## config.mk

```make
export PLATFORM = sky130hd
export DESIGN_NAME = pcr_rationing
export DESIGN_NICKNAME = d
export VERILOG_FILES = /design/src/verilog/pcr_port_unit.v /design/src/verilog/pcr_rationing.v
export VERILOG_INCLUDE_DIRS = /design/src /design/src/verilog
export SDC_FILE = /design/constraint.sdc
export NUM_CORES = 1
export LEC_CHECK = 0
export ABC_CLOCK_PERIOD_IN_PS = 3850
export BUFFER_PORTS_ARGS = -buffer_cell sky130_fd_sc_hd__buf_4
export CELL_PAD_IN_SITES_DETAIL_PLACEMENT = 0
export CELL_PAD_IN_SITES_GLOBAL_PLACEMENT = 1
export CORE_MARGIN = 4
export CORE_UTILIZATION = 44
export CTS_CLUSTER_DIAMETER = 40
export CTS_CLUSTER_SIZE = 14
export DETAILED_ROUTE_END_ITERATION = 16
export GPL_TIMING_DRIVEN = 0
export MAX_ROUTING_LAYER = met4
export PLACE_DENSITY_LB_ADDON = 0.05
export SYNTH_ARGS = -nofsm -noshare
export SYNTH_HDL_FRONTEND = slang
export SYNTH_HIERARCHICAL = 1
export SYNTH_SLANG_ARGS = --single-unit
```

## constraint.sdc

```tcl
create_clock -name clk_sys -period 3.85 [get_ports clk_sys]
set_clock_uncertainty 0.15 [all_clocks]
set_input_delay 0 -clock clk_sys [delete_from_list [all_inputs] [get_ports clk_sys]]
set_output_delay 0 -clock clk_sys [all_outputs]
set_load 0.005 [all_outputs]
```

## src/verilog/pcr_consts.vh

```
`ifndef PCR_CONSTS_VH
`define PCR_CONSTS_VH

// byte addresses of the ration register window
`define PCR_ADDR_P1_TOTAL 8'h16
`define PCR_ADDR_P2_TOTAL 8'h1a
`define PCR_ADDR_P1_THRESH 8'h1e
`define PCR_ADDR_P2_THRESH 8'h20
`define PCR_ADDR_CONFIG 8'h22

// byte positions inside a multi-byte register, most significant first
`define PCR_BYTE1 8'h01
`define PCR_BYTE2 8'h02
`define PCR_BYTE3 8'h03

// ration configuration byte layout, per port nibble
`define PCR_CFG_NIBBLE 4
`define PCR_CFG_RESP_LSB 0
`define PCR_CFG_CLEAR_BIT 2
`define PCR_CFG_ENABLE_BIT 3

// reset values
`define PCR_CONFIG_RESET 8'h11
`define PCR_THRESH_RESET 16'hffff

// widths
`define PCR_TOTAL_W 26
`define PCR_THRESH_W 16
`define PCR_PAD_BITS 6
`define PCR_SCALE_SHIFT 10

// response encodings
`define PCR_RESP_REPORT 2'h0
`define PCR_RESP_REPORT_DISC 2'h1
`define PCR_RESP_DISC_SLEEP 2'h2
`define PCR_RESP_IGNORE 2'h3

// update period
`define PCR_UPDATE_TIME_NS 1000000000
`define PCR_CLK_PERIOD_NS 100

`endif

```

## src/verilog/pcr_port_unit.v

```verilog
`timescale 1ns/1ps
`include "pcr_consts.vh"

module pcr_port_unit #(
    parameter DELTA_W = 16
) (
    // clock and reset
    input wire clk_sys,
    input wire arst_n,
    // control
    input wire update,
    input wire quota_enable,
    input wire quota_clear,
    input wire [1:0] quota_response,
    input wire [`PCR_THRESH_W-1:0] threshold,
    input wire [DELTA_W-1:0] charge_delta,
    // state
    output reg [`PCR_TOTAL_W-1:0] total_q,
    output reg hit_q,
    output reg alert_q,
    output reg open_q,
    output reg sleep_q
);

    wire active_w;
    wire [`PCR_TOTAL_W:0] sum_w;
    wire [`PCR_TOTAL_W-1:0] total_d;
    wire reached_w;

    assign active_w = quota_enable & ~quota_clear;
    assign sum_w = {1'b0, total_q} + {{(`PCR_TOTAL_W + 1 - DELTA_W){1'b0}}, charge_delta};
    // saturate rather than wrap, so a full count never looks small again
    assign total_d = sum_w[`PCR_TOTAL_W] ? {`PCR_TOTAL_W{1'b1}} : sum_w[`PCR_TOTAL_W-1:0];
    // threshold step is 1024 total steps
    assign reached_w = (total_d[`PCR_TOTAL_W-1:`PCR_SCALE_SHIFT] >= threshold);

    always @(posedge clk_sys or negedge arst_n) begin
        if (!arst_n) begin
            total_q <= {`PCR_TOTAL_W{1'b0}};
            hit_q <= 1'b0;
            alert_q <= 1'b0;
            open_q <= 1'b0;
            sleep_q <= 1'b0;
        end else if (!active_w) begin
            // disable or clear withdraws everything
            total_q <= {`PCR_TOTAL_W{1'b0}};
            hit_q <= 1'b0;
            alert_q <= 1'b0;
            open_q <= 1'b0;
            sleep_q <= 1'b0;
        end else if (update) begin
            // holds otherwise, so totals survive inactive and sleep periods
            total_q <= total_d;
            if (reached_w && !hit_q) begin
                hit_q <= 1'b1;
                case (quota_response)
                    `PCR_RESP_REPORT: begin
                        alert_q <= 1'b1;
                    end
                    `PCR_RESP_REPORT_DISC: begin
                        alert_q <= 1'b1;
                        open_q <= 1'b1;
                    end
                    `PCR_RESP_DISC_SLEEP: begin
                        open_q <= 1'b1;
                        sleep_q <= 1'b1;
                    end
                    default: begin
                        alert_q <= 1'b0;
                    end
                endcase
            end
        end
    end

endmodule

```

## src/verilog/pcr_rationing.v

```verilog
`timescale 1ns/1ps
`include "pcr_consts.vh"

module pcr_rationing #(
    parameter DELTA_W = 16,
    parameter UPDATE_CYCLES = `PCR_UPDATE_TIME_NS / `PCR_CLK_PERIOD_NS
) (
    // clock and reset
    input wire clk_sys,
    input wire arst_n,
    // register byte port behind the serial engine
    input wire [7:0] reg_addr,
    input wire reg_wr,
    input wire [7:0] reg_wdata,
    input wire reg_rd,
    output reg [7:0] reg_rdata_q,
    // power state and measured charge per second
    input wire power_active,
    input wire [DELTA_W-1:0] port1_charge_delta,
    input wire [DELTA_W-1:0] port2_charge_delta,
    // status and responses
    output reg port1_quota_hit_flag,
    output reg port2_quota_hit_flag,
    output reg port1_alert_req,
    output reg port2_alert_req,
    output reg port1_switch_open,
    output reg port2_switch_open,
    output reg sleep_req
);

    localparam TICK_W = 32;
    localparam [TICK_W-1:0] TICK_LAST = UPDATE_CYCLES - 1;

    reg [TICK_W-1:0] tick_cnt_q;
    reg update_q;
    reg [7:0] config_q;
    reg [`PCR_THRESH_W-1:0] thresh1_q;
    reg [`PCR_THRESH_W-1:0] thresh2_q;
    reg [31:0] snap1_q;
    reg [31:0] snap2_q;
    reg [7:0] rdata_d;

    wire [`PCR_TOTAL_W-1:0] total_w [0:1];
    wire [1:0] hit_w;
    wire [1:0] alert_w;
    wire [1:0] open_w;
    wire [1:0] sleep_w;
    wire [31:0] word1_w;
    wire [31:0] word2_w;

    // one second time base; only runs while active, so an update is issued on an active edge and applied one edge later, even if power has dropped
    always @(posedge clk_sys or negedge arst_n) begin
        if (!arst_n) begin
            tick_cnt_q <= {TICK_W{1'b0}};
            update_q <= 1'b0;
        end else if (!power_active) begin
            update_q <= 1'b0;
        end else if (tick_cnt_q == TICK_LAST) begin
            tick_cnt_q <= {TICK_W{1'b0}};
            update_q <= 1'b1;
        end else begin
            tick_cnt_q <= tick_cnt_q + 32'h00000001;
            update_q <= 1'b0;
        end
    end

    // config and threshold writes
    always @(posedge clk_sys or negedge arst_n) begin
        if (!arst_n) begin
            config_q <= `PCR_CONFIG_RESET;
            thresh1_q <= `PCR_THRESH_RESET;
            thresh2_q <= `PCR_THRESH_RESET;
        end else if (reg_wr) begin
            case (reg_addr)
                `PCR_ADDR_CONFIG: begin
                    config_q <= reg_wdata;
                end
                `PCR_ADDR_P1_THRESH: begin
                    thresh1_q[15:8] <= reg_wdata;
                end
                `PCR_ADDR_P1_THRESH + `PCR_BYTE1: begin
                    thresh1_q[7:0] <= reg_wdata;
                end
                `PCR_ADDR_P2_THRESH: begin
                    thresh2_q[15:8] <= reg_wdata;
                end
                `PCR_ADDR_P2_THRESH + `PCR_BYTE1: begin
                    thresh2_q[7:0] <= reg_wdata;
                end
                default: begin
                    config_q <= config_q;
                end
            endcase
        end
    end

    // per-port engines
    genvar gi;
    generate
        for (gi = 0; gi < 2; gi = gi + 1) begin : g_port
            pcr_port_unit #(
                .DELTA_W(DELTA_W)
            ) u_port (
                .clk_sys(clk_sys),
                .arst_n(arst_n),
                .update(update_q),
                .quota_enable(config_q[gi*`PCR_CFG_NIBBLE + `PCR_CFG_ENABLE_BIT]),
                .quota_clear(config_q[gi*`PCR_CFG_NIBBLE + `PCR_CFG_CLEAR_BIT]),
                .quota_response(config_q[gi*`PCR_CFG_NIBBLE + `PCR_CFG_RESP_LSB +: 2]),
                .threshold(gi == 0 ? thresh1_q : thresh2_q),
                .charge_delta(gi == 0 ? port1_charge_delta : port2_charge_delta),
                .total_q(total_w[gi]),
                .hit_q(hit_w[gi]),
                .alert_q(alert_w[gi]),
                .open_q(open_w[gi]),
                .sleep_q(sleep_w[gi])
            );
        end
    endgenerate

    // left-justified view, low pad reads zero
    assign word1_w = {total_w[0], {`PCR_PAD_BITS{1'b0}}};
    assign word2_w = {total_w[1], {`PCR_PAD_BITS{1'b0}}};

    // reading the top byte freezes the whole word, so a burst never tears across an update
    always @(posedge clk_sys or negedge arst_n) begin
        if (!arst_n) begin
            snap1_q <= 32'h00000000;
            snap2_q <= 32'h00000000;
        end else if (reg_rd) begin
            if (reg_addr == `PCR_ADDR_P1_TOTAL) begin
                snap1_q <= word1_w;
            end
            if (reg_addr == `PCR_ADDR_P2_TOTAL) begin
                snap2_q <= word2_w;
            end
        end
    end

    always @* begin
        case (reg_addr)
            `PCR_ADDR_P1_TOTAL: rdata_d = word1_w[31:24];
            `PCR_ADDR_P1_TOTAL + `PCR_BYTE1: rdata_d = snap1_q[23:16];
            `PCR_ADDR_P1_TOTAL + `PCR_BYTE2: rdata_d = snap1_q[15:8];
            `PCR_ADDR_P1_TOTAL + `PCR_BYTE3: rdata_d = snap1_q[7:0];
            `PCR_ADDR_P2_TOTAL: rdata_d = word2_w[31:24];
            `PCR_ADDR_P2_TOTAL + `PCR_BYTE1: rdata_d = snap2_q[23:16];
            `PCR_ADDR_P2_TOTAL + `PCR_BYTE2: rdata_d = snap2_q[15:8];
            `PCR_ADDR_P2_TOTAL + `PCR_BYTE3: rdata_d = snap2_q[7:0];
            `PCR_ADDR_P1_THRESH: rdata_d = thresh1_q[15:8];
            `PCR_ADDR_P1_THRESH + `PCR_BYTE1: rdata_d = thresh1_q[7:0];
            `PCR_ADDR_P2_THRESH: rdata_d = thresh2_q[15:8];
            `PCR_ADDR_P2_THRESH + `PCR_BYTE1: rdata_d = thresh2_q[7:0];
            `PCR_ADDR_CONFIG: rdata_d = config_q;
            default: rdata_d = 8'h00;
        endcase
    end

    always @(posedge clk_sys or negedge arst_n) begin
        if (!arst_n) begin
            reg_rdata_q <= 8'h00;
        end else if (reg_rd) begin
            reg_rdata_q <= rdata_d;
        end
    end

    // output stage; costs one cycle but keeps every pin on a local flop
    always @(posedge clk_sys or negedge arst_n) begin
        if (!arst_n) begin
            port1_quota_hit_flag <= 1'b0;
            port2_quota_hit_flag <= 1'b0;
            port1_alert_req <= 1'b0;
            port2_alert_req <= 1'b0;
            port1_switch_open <= 1'b0;
            port2_switch_open <= 1'b0;
            sleep_req <= 1'b0;
        end else begin
            port1_quota_hit_flag <= hit_w[0];
            port2_quota_hit_flag <= hit_w[1];
            port1_alert_req <= alert_w[0];
            port2_alert_req <= alert_w[1];
            port1_switch_open <= open_w[0];
            port2_switch_open <= open_w[1];
            sleep_req <= sleep_w[0] | sleep_w[1];
        end
    end

endmodule
```

Word level (Yosys, flattened, before mapping)
Index checks and enable logic that the tools add are counted.
{ "word_totals": {"inputBits": 53, "ff_bits": 184} }
{ "classes": {"n_lt_le_gt_ge": 2, "bitwise_logic": 5, "addsub": 3, "mux": 40, "eq_ne": 28, "n_reduce_logical": 25} }
{ "ops": {"columns": ["cell", "n"], "rows": [
  ["two-way mux 26 bit", 6],
  ["case mux 8 bit (13 select lines)", 1],
  ["equality test 8 x 5 -> 1 bit (second input constant)", 10],
  ["adder 26 x 16 -> 27 bit", 2],
  ["adder 32 x 1 -> 32 bit (second input constant)", 1],
  ["equality test 32 x 24 -> 1 bit (second input constant)", 1],
  [">= comparator 16 bit", 2],
  ["two-way mux 32 bit", 1],
  ["two-way mux 1 bit", 30],
  ["equality test 8 x 6 -> 1 bit (second input constant)", 3],
  ["!= test 2 bit (second input constant)", 10],
  ["AND reduction 2 bit", 9],
  ["AND reduction 3 bit", 6],
  ["OR reduction 2 bit", 4],
  ["equality test 2 x 1 -> 1 bit (second input constant)", 2],
  ["equality test 2 bit (second input constant)", 2],
  ["zero test 2 bit", 2],
  ["case mux 1 bit (2 select lines)", 2],
  ["AND 1 bit", 2],
  ["logical AND 1 bit", 2],
  ["zero test 1 bit", 2],
  ["inverter 1 bit", 2],
  ["bitwise OR 1 bit", 1]
]} }

Logic depth before layout (Yosys ltp)
Gate-level depths: netlist (run 1).
{ "logic_depth": {"word_depth": 7, "ltp_mapped": 18, "depth_no_buf": 17} }

By module
The synthesis (run 1) kept the hierarchy.
{ "by_module_without_submodules": {"columns": ["module", "n_inst", "seq_area_each_um2", "cells_per_inst", "area_each_um2"], "rows": [
  ["pcr_rationing", 1, 3145.5, 505, 6019.5],
  ["pcr_port_unit at g_port[1].u_port", 1, 750.7, 357, 2941.6],
  ["pcr_port_unit at g_port[0].u_port", 1, 750.7, 341, 2786.4]
]} }

Least setup slack after synthesis (run 1)
Ideal clock, no wire load.
{ "synth_timing": {"path_kind": "register -> register", "from": "register g_port[1].u_port.total_q[0]", "to": "register g_port[1].u_port.alert_q", "path_stages_with_launch": 17, "required_ps": 3614, "arrival_time_ps": 3764, "setup_time_ps": 86, "path_slack_ps": -150, "period_less_slack_ps": 4000, "path_cell_list": "dfrtp_1 ha_1 fa_1 a21o_1 a221oi_2 o32a_1 a211o_1 buf_6 buf_4 o21ai_0 ha_1 a21o_1 a21o_1 a221oi_1 o211ai_1 and3_1 nor3_1"} }
{ "synth_between": {"elab_chain_len": 6} }
{ "synth_rtl": {"columns": ["item", "line_no", "source"], "rows": [
  ["start, declared", "pcr_port_unit.v:18", "output reg [`PCR_TOTAL_W-1:0] total_q,"],
  ["start signal, assigned", "pcr_port_unit.v:39", "total_q <= {`PCR_TOTAL_W{1'b0}};"],
  ["start signal, assigned", "pcr_port_unit.v:46", "total_q <= {`PCR_TOTAL_W{1'b0}};"],
  ["start signal, assigned", "pcr_port_unit.v:53", "total_q <= total_d;"],
  ["adder 26 x 16 -> 27 bit", "pcr_port_unit.v:31", "assign sum_w = {1'b0, total_q} + {{(`PCR_TOTAL_W + 1 - DELTA_W){1'b0}}, charge_delta};"],
  ["two-way mux 26 bit", "pcr_port_unit.v:33", "assign total_d = sum_w[`PCR_TOTAL_W] ? {`PCR_TOTAL_W{1'b1}} : sum_w[`PCR_TOTAL_W-1:0];"],
  [">= comparator 16 bit", "pcr_port_unit.v:35", "assign reached_w = (total_d[`PCR_TOTAL_W-1:`PCR_SCALE_SHIFT] >= threshold);"],
  ["logical AND 1 bit", "pcr_port_unit.v:54", "if (reached_w && !hit_q) begin"],
  ["!= test 2 bit (no source line)", null, null],
  ["AND reduction 3 bit (no source line)", null, null],
  ["end signal, assigned", "pcr_port_unit.v:41", "alert_q <= 1'b0;"],
  ["end signal, assigned", "pcr_port_unit.v:58", "alert_q <= 1'b1;"],
  ["end signal, assigned", "pcr_port_unit.v:61", "alert_q <= 1'b1;"],
  ["end, declared", "pcr_port_unit.v:20", "output reg alert_q,"]
]} }
Every way passes these cells.
A chain may end at the register's enable or synchronous reset.

Final worst setup path (run 1)
Same ends and word-level chain as after synthesis.

==> out/metrics.cfg, run 1 <==
[die]
pin_count = 68
die_area_mm2 = 0.02938
coreArea_mm2 = 0.02613
rows = 59
start_util = 0.4495
die_w_um = 171.4
die_h_um = 171.4

[setup_path]
endpoint_kind = flip-flop
crit_type = flip-flop to flip-flop
start_kind = flip-flop
cp_data_required_time_ps = 4060
crit_path_max_fanout = 5
cp.arrival_ps = 4070

[yosys]
synth-compound-area-share = 0.1824
synthAdderAreaFrac = 0.07903
synth_cell_types = 94
yosys_warnings = 6
synth_xor_area_frac = 0.04772
syn_area_mm2 = 0.01175
synth-edff-count = 0
synthSimpleGateAreaFrac = 0.1629
muxShareOfSynthArea = 0.09106
syn_nets = 1329
yosysSeqAreaShare = 0.3956
netlist_instances = 1203
ys.flop_type = dfrtp_1
ys_seq_elements = 184
async_reset_ff_frac = 1.000
synth_top_family_by_area = compound AO/OA/AOI/OAI gates
avgSynthCellArea_um2 = 9.765

[finish]
stdcell_count = 1711
finalInstanceArea_mm2 = 0.01464
layout_commonest_cell = dfrtp_1
multi_input_area_mm2 = 0.007248
fill_cells = 2368
n_antenna_cell = 0
final_cell_mix = 147 x dfrtp_1, 108 x buf_4, 86 x mux2_2
fin_nets = 1489
ff_latch_area_mm2 = 0.004651
area_delta_synth_final_pct = 24.59
drive_gt1_frac = 0.2972

[clock_tree]
cts_sinks = 184
cts_tree = done
clkLatencyLatePin_ps = 440
cts_htree_levels = 4
cts_buffers = 17
clkSlewWorstSetupHoldPaths_ps = 80
cts_root_buf = clkbuf_16
clock_path_buffers = 2

[pwr]
p_per_area_mw_per_mm2 = 301.7
ir_drop_v = 0.0002609
leakage_nw = 6.389
total_power_mw = 4.416

[routing]
first_iter_violations = 679
routed_wl_um = 36180
drc = 0
drtAntennaViolNets = 0
num_vias = 9992
drt_first_pass_iters = 5
viasPerCell = 5.840
avgRoutedWirePerCell_um = 21.14

[global_route]
grt_pass1_vias = 9962
grt_max_degree = 99
grt_pass1_wl_um = 56430
gr-usage-all-layers = 0.2546
antenna_found_initial = 0
grt_overflow = 0

[outcome]
status = complete, but fails checks
failed_checks = hold timing, setup timing

[timing]
setup_viol = 1
relSlewSlack = 0.4658
tightestPinTransition_ps = 799.7
max_freq_mhz = 259.0
min_period_ps = 3861
timing.final.crit_share = 1.003
rsz0062_at_grt = yes
hold_ws_ps = -13.25
timing.final.ws_setup_ps = -11.18
slew_viol_final = 0
hold_viol = 3

[placement]
dpl_cell_area_mm2 = 0.01270
port_buffers = 64
hpwl_um = 26740
place.gp.congestion = 0.9523
dp_cells = 1603

[hold_path]
min_path_type = primary input to async pin

[job]
cap_violations = 0

-- state kept, by name, summed over array words and instances, names as in the netlist --
register               cells
g_port.u_port/open_q       2
g_port.u_port/alert_q      2
port1_switch_open          1
tick_cnt_q                32
snap2_q                   18
sleep_req                  1
g_port.u_port/sleep_q      2
thresh2_q                 16
port1_alert_req            1
config_q                   8
port1_quota_hit_flag       1
reg_rdata_q                8
port2_quota_hit_flag       1
update_q                   1
thresh1_q                 16
g_port.u_port/hit_q        2
g_port.u_port/total_q     52
port2_switch_open          1
port2_alert_req            1
snap1_q                   18
-- per-stage QoR --
step	utilization	setup slack [ps]	TNS [ps]
after CTS	0.5403	-102.8	-344.5
final	0.5601	-11.18	-11.18
after global routing	0.5601	-152.6	-639.8
after detailed placement	0.4861	-972.6	-6627
after global placement	0.4847	-1013	-6755
after floorplan	-	-31.53	-35.53
-- routing by layer --
layer | track usage | part of all wire | wire length (um)
met1 | 0.3310 | 0.45 | 16320
met2 | 0.4189 | 0.49 | 17640
met3 | 0.03011 | 0.035 | 1250
met4 | 0.08061 | 0.027 | 960
met5 | - | 0 | 0
-- power breakdown --
part / internal [mW] / total, mW / leakage [nW] / switching, mW
combinational: 0.224 / 0.504 / 3.68 / 0.279
clock: 0.992 / 1.84 / 0.300 / 0.848
sequential: 2.00 / 2.07 / 2.41 / 0.0728
-- cell usage after synthesis (8+ instances only) --
master    number  area (um2)
nor4_1         9       56.30
xnor2_1       33       289.0
o21a_1        13       97.59
inv_1         51       191.4
nor2_1        67       251.5
nor3_1        25       125.1
nor2b_1        9       56.30
and2_1        12       75.07
buf_4          9       67.56
xor2_1        31       271.5
nand2_1       86       322.8
and3_1        21       131.4
and4_1         8       70.07
clkbuf_1      23       86.33
a31oi_1       36       225.2
mux2_2        87       979.7
nand3_1       44       220.2
dfstp_2       34       893.4
nand4_1       27       168.9
ha_1          71       888.4
a21o_1        25       187.7
buf_2         19       95.09
o211ai_1       9       67.56
dfrtp_1      150        3754
mux2i_1        9       90.09
nand2b_1       9       56.30
o21ai_0       70       350.3
a21oi_1       82       410.4
a22oi_1       11       82.58
-- cell families after synthesis --
logic type	Yosys count
simple gates	356
compound gates	322
flops	184
buf+inv	108
mux	96
fa+ha+maj	73
xor+xnor	64
-- path summary, 6_finish.rpt --
kind / start / to / slack, ps / cells after the start
worst max-delay path: g_port[1].u_port/total_q[0] / g_port[1].u_port/alert_q / -10 / 18
worst min-delay path: arst_n / g_port[0].u_port/total_q[4] / -10 / 2
worst max register to register: g_port[1].u_port/total_q[0] / g_port[1].u_port/alert_q / -10 / 18
worst min register to register: g_port[1].u_port/alert_q / port2_alert_req / 230 / 0
max in group asynchronous: arst_n / thresh2_q[12] / 2600 / 3
min in group clk_sys: port2_charge_delta[11] / g_port[1].u_port/total_q[11] / -10 / 5
-- area by class of cell --
cell class,instances,area share
timing repair buffer,143,0.08309
inverter,53,0.01359
clock buffer,18,0.02932
sequential,184,0.3177
clock inverter,14,0.01214
buffer,52,0.02026
multi-input combinational,912,0.4952
tap,335,0.02864
-- critical path, stage by stage, from the launching register on --
cell,delay (ps)
dfrtp_1,410
ha_4,170
fa_2,330
a21o_1,210
a221oi_4,350
buf_6,150
o31a_1,150
buf_6,140
o21a_4,150
xnor2_2,120
nand2_1,120
ha_4,230
a21o_1,170
a221o_1,330
nand2_1,70
o211ai_1,80
buf_4,170
and3_4,180
nor3_2,100
-- timing repair --
item / in CTS / in global routing
endpoints found under the hold margin: 155 / 1
gates cloned: 1 / 0
buffers inserted: 25 / 18
pin swaps: 31 / 45
gates resized for setup: 64 / 68
setup endpoints to repair: 8 / 8
hold buffers: 34 / 1
No activity file was read; power rests on OpenSTA's default activity.
==> inputs of run 2 (changes only) <==
--- a/config.mk
+++ b/config.mk
@@ -11,7 +11,7 @@
 export CELL_PAD_IN_SITES_DETAIL_PLACEMENT = 0
 export CELL_PAD_IN_SITES_GLOBAL_PLACEMENT = 1
 export CORE_MARGIN = 4
-export CORE_UTILIZATION = 44
+export CORE_UTILIZATION = 30
 export CTS_CLUSTER_DIAMETER = 40
 export CTS_CLUSTER_SIZE = 14
 export DETAILED_ROUTE_END_ITERATION = 16
==> run 2 against run 1 <==
The run ends with setup timing left; critical endpoint is now g_port[1].u_port/open_q; wire length grew 15%; largest power group unchanged; combinational power increased by 9.7%; clock power about the same; first-iteration DRC count decreased by 13%; sequential power barely moved; utilization fell by 16 points; final cell count is 13% higher; non-clock buffer count is 35 higher.
==> out/metrics.cfg, run 2 (synthesis results as in run 1) <==
[outcome]
status = complete, but fails checks  ; unchanged
failed_checks = setup timing  ; was hold timing, setup timing

[timing]
slew_viol_final = 0  ; unchanged
tightestPinTransition_ps = 888.5  ; was 799.7 ps
hold_ws_ps = 17.55  ; was -13.25 ps
relSlewSlack = 0.4022  ; was 0.4658
hold_viol = 0  ; was 3
min_period_ps = 4125  ; was 3861 ps
setup_viol = 6  ; was 1
rsz0062_at_grt = yes  ; unchanged
max_freq_mhz = 242.4  ; was 259.0 MHz
timing.final.ws_setup_ps = -274.7  ; was -11.18 ps
timing.final.crit_share = 1.071  ; was 1.003

[finish]
finalInstanceArea_mm2 = 0.01527  ; was 0.01464 mm2
stdcell_count = 1930  ; was 1711
fin_nets = 1523  ; was 1489
layout_commonest_cell = dfrtp_1  ; unchanged
final_cell_mix = 146 x dfrtp_1, 134 x buf_4, 86 x mux2_2  ; was 147 x dfrtp_1, 108 x buf_4, 86 x mux2_2
reg_top3 = g_port.u_port/total_q x52, tick_cnt_q x32  ; unchanged
largest_reg_flops = 52  ; unchanged
regMostFlops = g_port.u_port/total_q  ; unchanged
area_delta_synth_final_pct = 30.00  ; was 24.59%
drive_gt1_frac = 0.3113  ; was 0.2972

[routing]
drt_first_pass_iters = 4  ; was 5
drtAntennaViolNets = 0  ; unchanged
avgRoutedWirePerCell_um = 21.60  ; was 21.14 um
first_iter_violations = 590  ; was 679
viasPerCell = 5.224  ; was 5.840
drc = 0  ; unchanged
routed_wl_um = 41690  ; was 36180 um
num_vias = 10080  ; was 9992

[die]
die_area_mm2 = 0.04239  ; was 0.02938 mm2
coreArea_mm2 = 0.03865  ; was 0.02613 mm2
die_h_um = 205.9  ; was 171.4 um
start_util = 0.3040  ; was 0.4495
die_w_um = 205.9  ; was 171.4 um
rows = 72  ; was 59
pin_count = 68  ; unchanged

[clock_tree]
clkSlewWorstSetupHoldPaths_ps = 80  ; about the same
clkLatencyLatePin_ps = 460  ; was 440 ps
cts_sinks = 184  ; unchanged
clock_path_buffers = 2  ; unchanged
cts_htree_levels = 4  ; unchanged
cts_buffers = 17  ; unchanged
cts_tree = done  ; unchanged
cts_root_buf = clkbuf_16  ; unchanged

[global_route]
grt_pass1_wl_um = 63700  ; was 56430 um
gr-usage-all-layers = 0.2050  ; was 0.2546
grt_max_degree = 111  ; was 99
grt_pass1_vias = 10190  ; was 9962
antenna_found_initial = 2  ; was 0
grt_overflow = 0  ; unchanged

[setup_path]
crit_type = flip-flop to flip-flop  ; unchanged
crit_path_max_fanout = 3  ; was 5
cp_data_required_time_ps = 4010  ; was 4060 ps
rrSetupSlack_ps = -270  ; was -10 ps
cp.arrival_ps = 4290  ; was 4070 ps
start_kind = flip-flop  ; unchanged
endpoint_kind = flip-flop  ; unchanged

[placement]
dp_cells = 1786  ; was 1603
port_buffers = 64  ; unchanged
place_ws_ps = -1120  ; was -972.6 ps
dpl_cell_area_mm2 = 0.01293  ; was 0.01270 mm2
place.gp.congestion = 0.9087  ; was 0.9523
hpwl_um = 30720  ; was 26740 um

[pwr]
total_power_mw = 4.477  ; was 4.416 mW
leakage_nw = 6.535  ; was 6.389 nW
p_per_area_mw_per_mm2 = 293.2  ; was 301.7 mW/mm2
ir_drop_v = 0.0003112  ; was 0.0002609 V

[job]
cap_violations = 0  ; unchanged

[hold_path]
min_path_type = primary input to flip-flop  ; was primary input to async pin

run 2: where the power goes:
part | leakage [nW] | switching (mW) | internal [mW] | total, mW
registers | 2.41 | 0.0662 | 2.00 | 2.06
clock network | 0.291 | 0.924 | 0.936 | 1.86
logic | 3.84 | 0.308 | 0.245 | 0.553
run 2: what timing repair did:
item                                    in CTS  in global routing
hold buffers                                45                  1
endpoints found under the setup margin       8                  9
setup buffers                               45                 22
hold endpoints to repair                   254                  1
gates resized for setup                     80                 67
pin swaps                                   51                 43
run 2: path summary, 6_finish.rpt:
check                                       startpoint                           end  cells after the start
setup / recovery           g_port[1].u_port/total_q[0]       g_port[1].u_port/open_q                     17
hold / removal                  port2_charge_delta[15]  g_port[1].u_port/total_q[15]                      4
setup reg to reg           g_port[1].u_port/total_q[0]       g_port[1].u_port/open_q                     17
hold reg to reg                g_port[0].u_port/open_q             port1_switch_open                      0
max in group asynchronous                       arst_n   g_port[1].u_port/total_q[5]                      4
min in group asynchronous                       arst_n  g_port[1].u_port/total_q[20]                      3
run 2: routing by layer:
layer / share of wire / global-route usage / vias up
met2: 0.46 / 0.3173 / 169
li1: - / - / 4833
met3: 0.032 / 0.02950 / 25
met4: 0.011 / 0.03969 / 0
met5: 0 / - / -
met1: 0.49 / 0.2899 / 5055
run 2: metrics by stage:
| step | TNS [ps] | util |
|---|---|---|
| after detailed placement | -7836 | 0.3346 |
| after global routing | -2227 | 0.3952 |
| after global placement | -8107 | 0.3337 |
| after floorplan | -35.53 | - |
| final | -1133 | 0.3952 |
| after CTS | -1258 | 0.3813 |
run 2: layout make-up:
cell class                      instances  area, um2
Antenna cell                            2      5.005
Inverter                               53      198.9
Fill cell                            3898      23370
Timing Repair Buffer                  178       1528
Multi-Input combinational cell        911       7315
Clock buffer                           17      425.4
Sequential cell                       184       4652
Tap cell                              518      648.1
Clock inverter                         15      177.7
Buffer                                 52      322.8
run 2: worst max-delay path, cell delays in order (launching register included):
cell and delay, ps:
dfrtp_1 430, ha_4 180, fa_2 340, a21o_1 210, a221oi_4 360, o32a_1 290
buf_4 150, a21oi_4 50, nand2_2 110, mux2_4 320, ha_4 160, a21o_1 140
a21o_1 190, a221oi_2 290, o211ai_1 220, buf_4 210, a31oi_4 120, nor2_1 50
==> inputs of run 3 (changes only) <==
--- a/config.mk
+++ b/config.mk
@@ -16,6 +16,7 @@
 export CTS_CLUSTER_SIZE = 14
 export DETAILED_ROUTE_END_ITERATION = 16
 export GPL_TIMING_DRIVEN = 0
+export HOLD_SLACK_MARGIN = 0.02
 export MAX_ROUTING_LAYER = met4
 export PLACE_DENSITY_LB_ADDON = 0.05
 export SYNTH_ARGS = -nofsm -noshare
==> run 3 against run 2 <==
Worst setup slack better by 14 ps; utilization grew 0.078 points; clock power hardly changed; sequential power hardly changed; sequential cell count unchanged; the flow still finishes with violations (setup timing); critical endpoint unchanged; die area unchanged; global-route usage barely moved; via count increased by 0.13%; count of clock-buffer cells in the layout is the same; wire length barely moved.
==> out/metrics.cfg, run 3 (synthesis results as in run 1) <==
[timing]
relSlewSlack = 0.3996  ; was 0.4022
hold_viol = 0  ; unchanged
tightestPinTransition_ps = 892.3  ; was 888.5 ps
timing.final.ws_setup_ps = -261.1  ; was -274.7 ps
max_freq_mhz = 243.2  ; was 242.4 MHz
min_period_ps = 4111  ; was 4125 ps
timing.final.crit_share = 1.068  ; was 1.071
slew_viol_final = 0  ; unchanged
rsz0062_at_grt = yes  ; unchanged
hold_ws_ps = 21.72  ; was 17.55 ps
setup_viol = 6  ; unchanged

[pwr]
total_power_mw = 4.485  ; was 4.477 mW
p_per_area_mw_per_mm2 = 293.1  ; was 293.2 mW/mm2
ir_drop_v = 0.0003125  ; was 0.0003112 V
leakage_nw = 6.549  ; was 6.535 nW

[outcome]
status = complete, but fails checks  ; unchanged
failed_checks = setup timing  ; unchanged

[global_route]
grt_pass1_vias = 10180  ; was 10190
grt_max_degree = 111  ; unchanged
grt_overflow = 0  ; unchanged
grt_pass1_wl_um = 63650  ; was 63700 um
gr-usage-all-layers = 0.2048  ; was 0.2050
antenna_found_initial = 2  ; unchanged

[setup_path]
worst_path_max_delay_cell = dfrtp_1  ; unchanged
worstReg2RegStart = g_port[1].u_port/total_q[0]  ; unchanged
rrSetupSlack_ps = -260  ; was -270 ps
r2r_cells = 17  ; unchanged
r2r_end = g_port[1].u_port/open_q  ; unchanged
max_stage_delay_ps = 430  ; about the same
crit_type = flip-flop to flip-flop  ; unchanged
start_kind = flip-flop  ; unchanged
cp.arrival_ps = 4280  ; was 4290 ps
worst_path_most_repeated_cell = a21o_1  ; unchanged
crit_chain = ha_4, fa_2, a21o_1, a221oi_4, o32a_1, buf_4, a21oi_4, nand2_2, mux2_4, ha_4, a21o_1, a21o_1, a221oi_2, o211ai_1, buf_4, a31oi_4, nor2_1  ; unchanged
cp_data_required_time_ps = 4010  ; about the same
crit_path_max_fanout = 3  ; unchanged
endpoint_kind = flip-flop  ; unchanged

[routing]
avgRoutedWirePerCell_um = 21.55  ; was 21.60 um
drc = 0  ; unchanged
routed_wl_um = 41660  ; was 41690 um
viasPerCell = 5.222  ; was 5.224
drtAntennaViolNets = 0  ; unchanged
drt_first_pass_iters = 5  ; was 4
num_vias = 10100  ; was 10080
first_iter_violations = 603  ; was 590

[placement]
place.gp.congestion = 0.9087  ; unchanged
hpwl_um = 30720  ; unchanged
port_buffers = 64  ; unchanged

[clock_tree]
cts_buffers = 17  ; unchanged
cts_sinks = 184  ; unchanged
cts_tree = done  ; unchanged
cts_htree_levels = 4  ; unchanged
clock_path_buffers = 2  ; unchanged
clkSlewWorstSetupHoldPaths_ps = 80  ; about the same
clkLatencyLatePin_ps = 460  ; about the same
cts_root_buf = clkbuf_16  ; unchanged

[finish]
area_delta_synth_final_pct = 30.26  ; was 30.00%
fill_cells = 3895  ; was 3898
layout_commonest_cell = dfrtp_1  ; unchanged
utilization = 0.3959  ; was 0.3952
final_cell_mix = 146 x dfrtp_1, 134 x buf_4, 86 x mux2_2  ; unchanged
reg_top3 = g_port.u_port/total_q x52, tick_cnt_q x32  ; unchanged
fin_nets = 1526  ; was 1523
drive_gt1_frac = 0.3107  ; was 0.3113
largest_reg_flops = 52  ; unchanged
regMostFlops = g_port.u_port/total_q  ; unchanged

[die]
rows = 72  ; unchanged
die_w_um = 205.9  ; unchanged
start_util = 0.3040  ; unchanged
pin_count = 68  ; unchanged
die_h_um = 205.9  ; unchanged
coreArea_mm2 = 0.03865  ; unchanged
die_area_mm2 = 0.04239  ; unchanged

[job]
cap_violations = 0  ; unchanged

[hold_path]
min_path_type = primary input to flip-flop  ; unchanged
hold_end = g_port[1].u_port/total_q[8]  ; was g_port[1].u_port/total_q[15]
min_from = port2_charge_delta[8]  ; was port2_charge_delta[15]
holdPathStages = 5  ; was 4

[run 3: cell types whose count changed in the layout (fill, tap and decap cells not counted)]
cell / change
dlygate4sd3_1: +3
[run 3: area by class of cell]
class / instances / area (um2) / area share
tap: 518 / 648.1 / 0.04235
inverter: 53 / 198.9 / 0.01300
antenna: 2 / 5.005 / 0.0003271
buffer: 52 / 322.8 / 0.02110
clock inverter: 15 / 177.7 / 0.01161
timing repair buffer: 181 / 1558 / 0.1018
multi-input combinational: 911 / 7315 / 0.4780
clock buffer: 17 / 425.4 / 0.02780
sequential: 184 / 4652 / 0.3040
[run 3: power by group]
group | leakage, nW | switching, mW | internal (mW)
combinational | 3.85 | 0.309 | 0.247
sequential | 2.41 | 0.0657 | 2.00
clock | 0.291 | 0.929 | 0.936
[run 3: how the worst max path moves through the flow]
stage                     cells after the start                         from                       end  slack (ps)
after detailed placement                     17  g_port[0].u_port/total_q[0]  g_port[0].u_port/alert_q       -1120
after global placement                       17  g_port[0].u_port/total_q[0]  g_port[0].u_port/sleep_q       -1140
after floorplan                              16  g_port[1].u_port/total_q[0]  g_port[1].u_port/alert_q         -30
after global routing                         17  g_port[1].u_port/total_q[0]   g_port[1].u_port/open_q        -440
final                                        17  g_port[1].u_port/total_q[0]   g_port[1].u_port/open_q        -260
after CTS                                    17  g_port[1].u_port/total_q[0]   g_port[1].u_port/open_q        -320
[run 3: stage by stage]
step	instance area [um2]	instances	worst slack (ps)	TNS [ps]
floorplan	11770	1203	-31.53	-35.53
global placement	12900	1785	-1137	-8107
detailed placement	12930	1786	-1120	-7836
CTS	14760	1909	-322.4	-1258
global route	15300	1933	-435.0	-2227
finish	15300	1933	-261.1	-1077
[run 3: what timing repair did]
| item | CTS | global route |
|---|---|---|
| setup endpoints to repair | 8 | 9 |
| hold buffers | 47 | 2 |
| setup buffers | 45 | 22 |
| pin swaps | 51 | 43 |
| hold endpoints to repair | 256 | 2 |
| gates resized for setup | 80 | 67 |
[run 3: metal layers]
metal,part of all wire,vias up,global-route usage
li1,-,4839,-
met1,0.50,5056,0.2898
met2,0.46,169,0.3170
met3,0.030,31,0.02950
met4,0.012,0,0.03969
met5,0,-,-
[run 3: worst max-delay path, delay by kind of cell, from the launching register on]
family | cells | cell delay [ps]
compound gates | 9 | 1840
mux | 1 | 320
fa+ha+maj | 3 | 680
flops | 1 | 430
simple gates | 2 | 160
buf+inv | 2 | 360
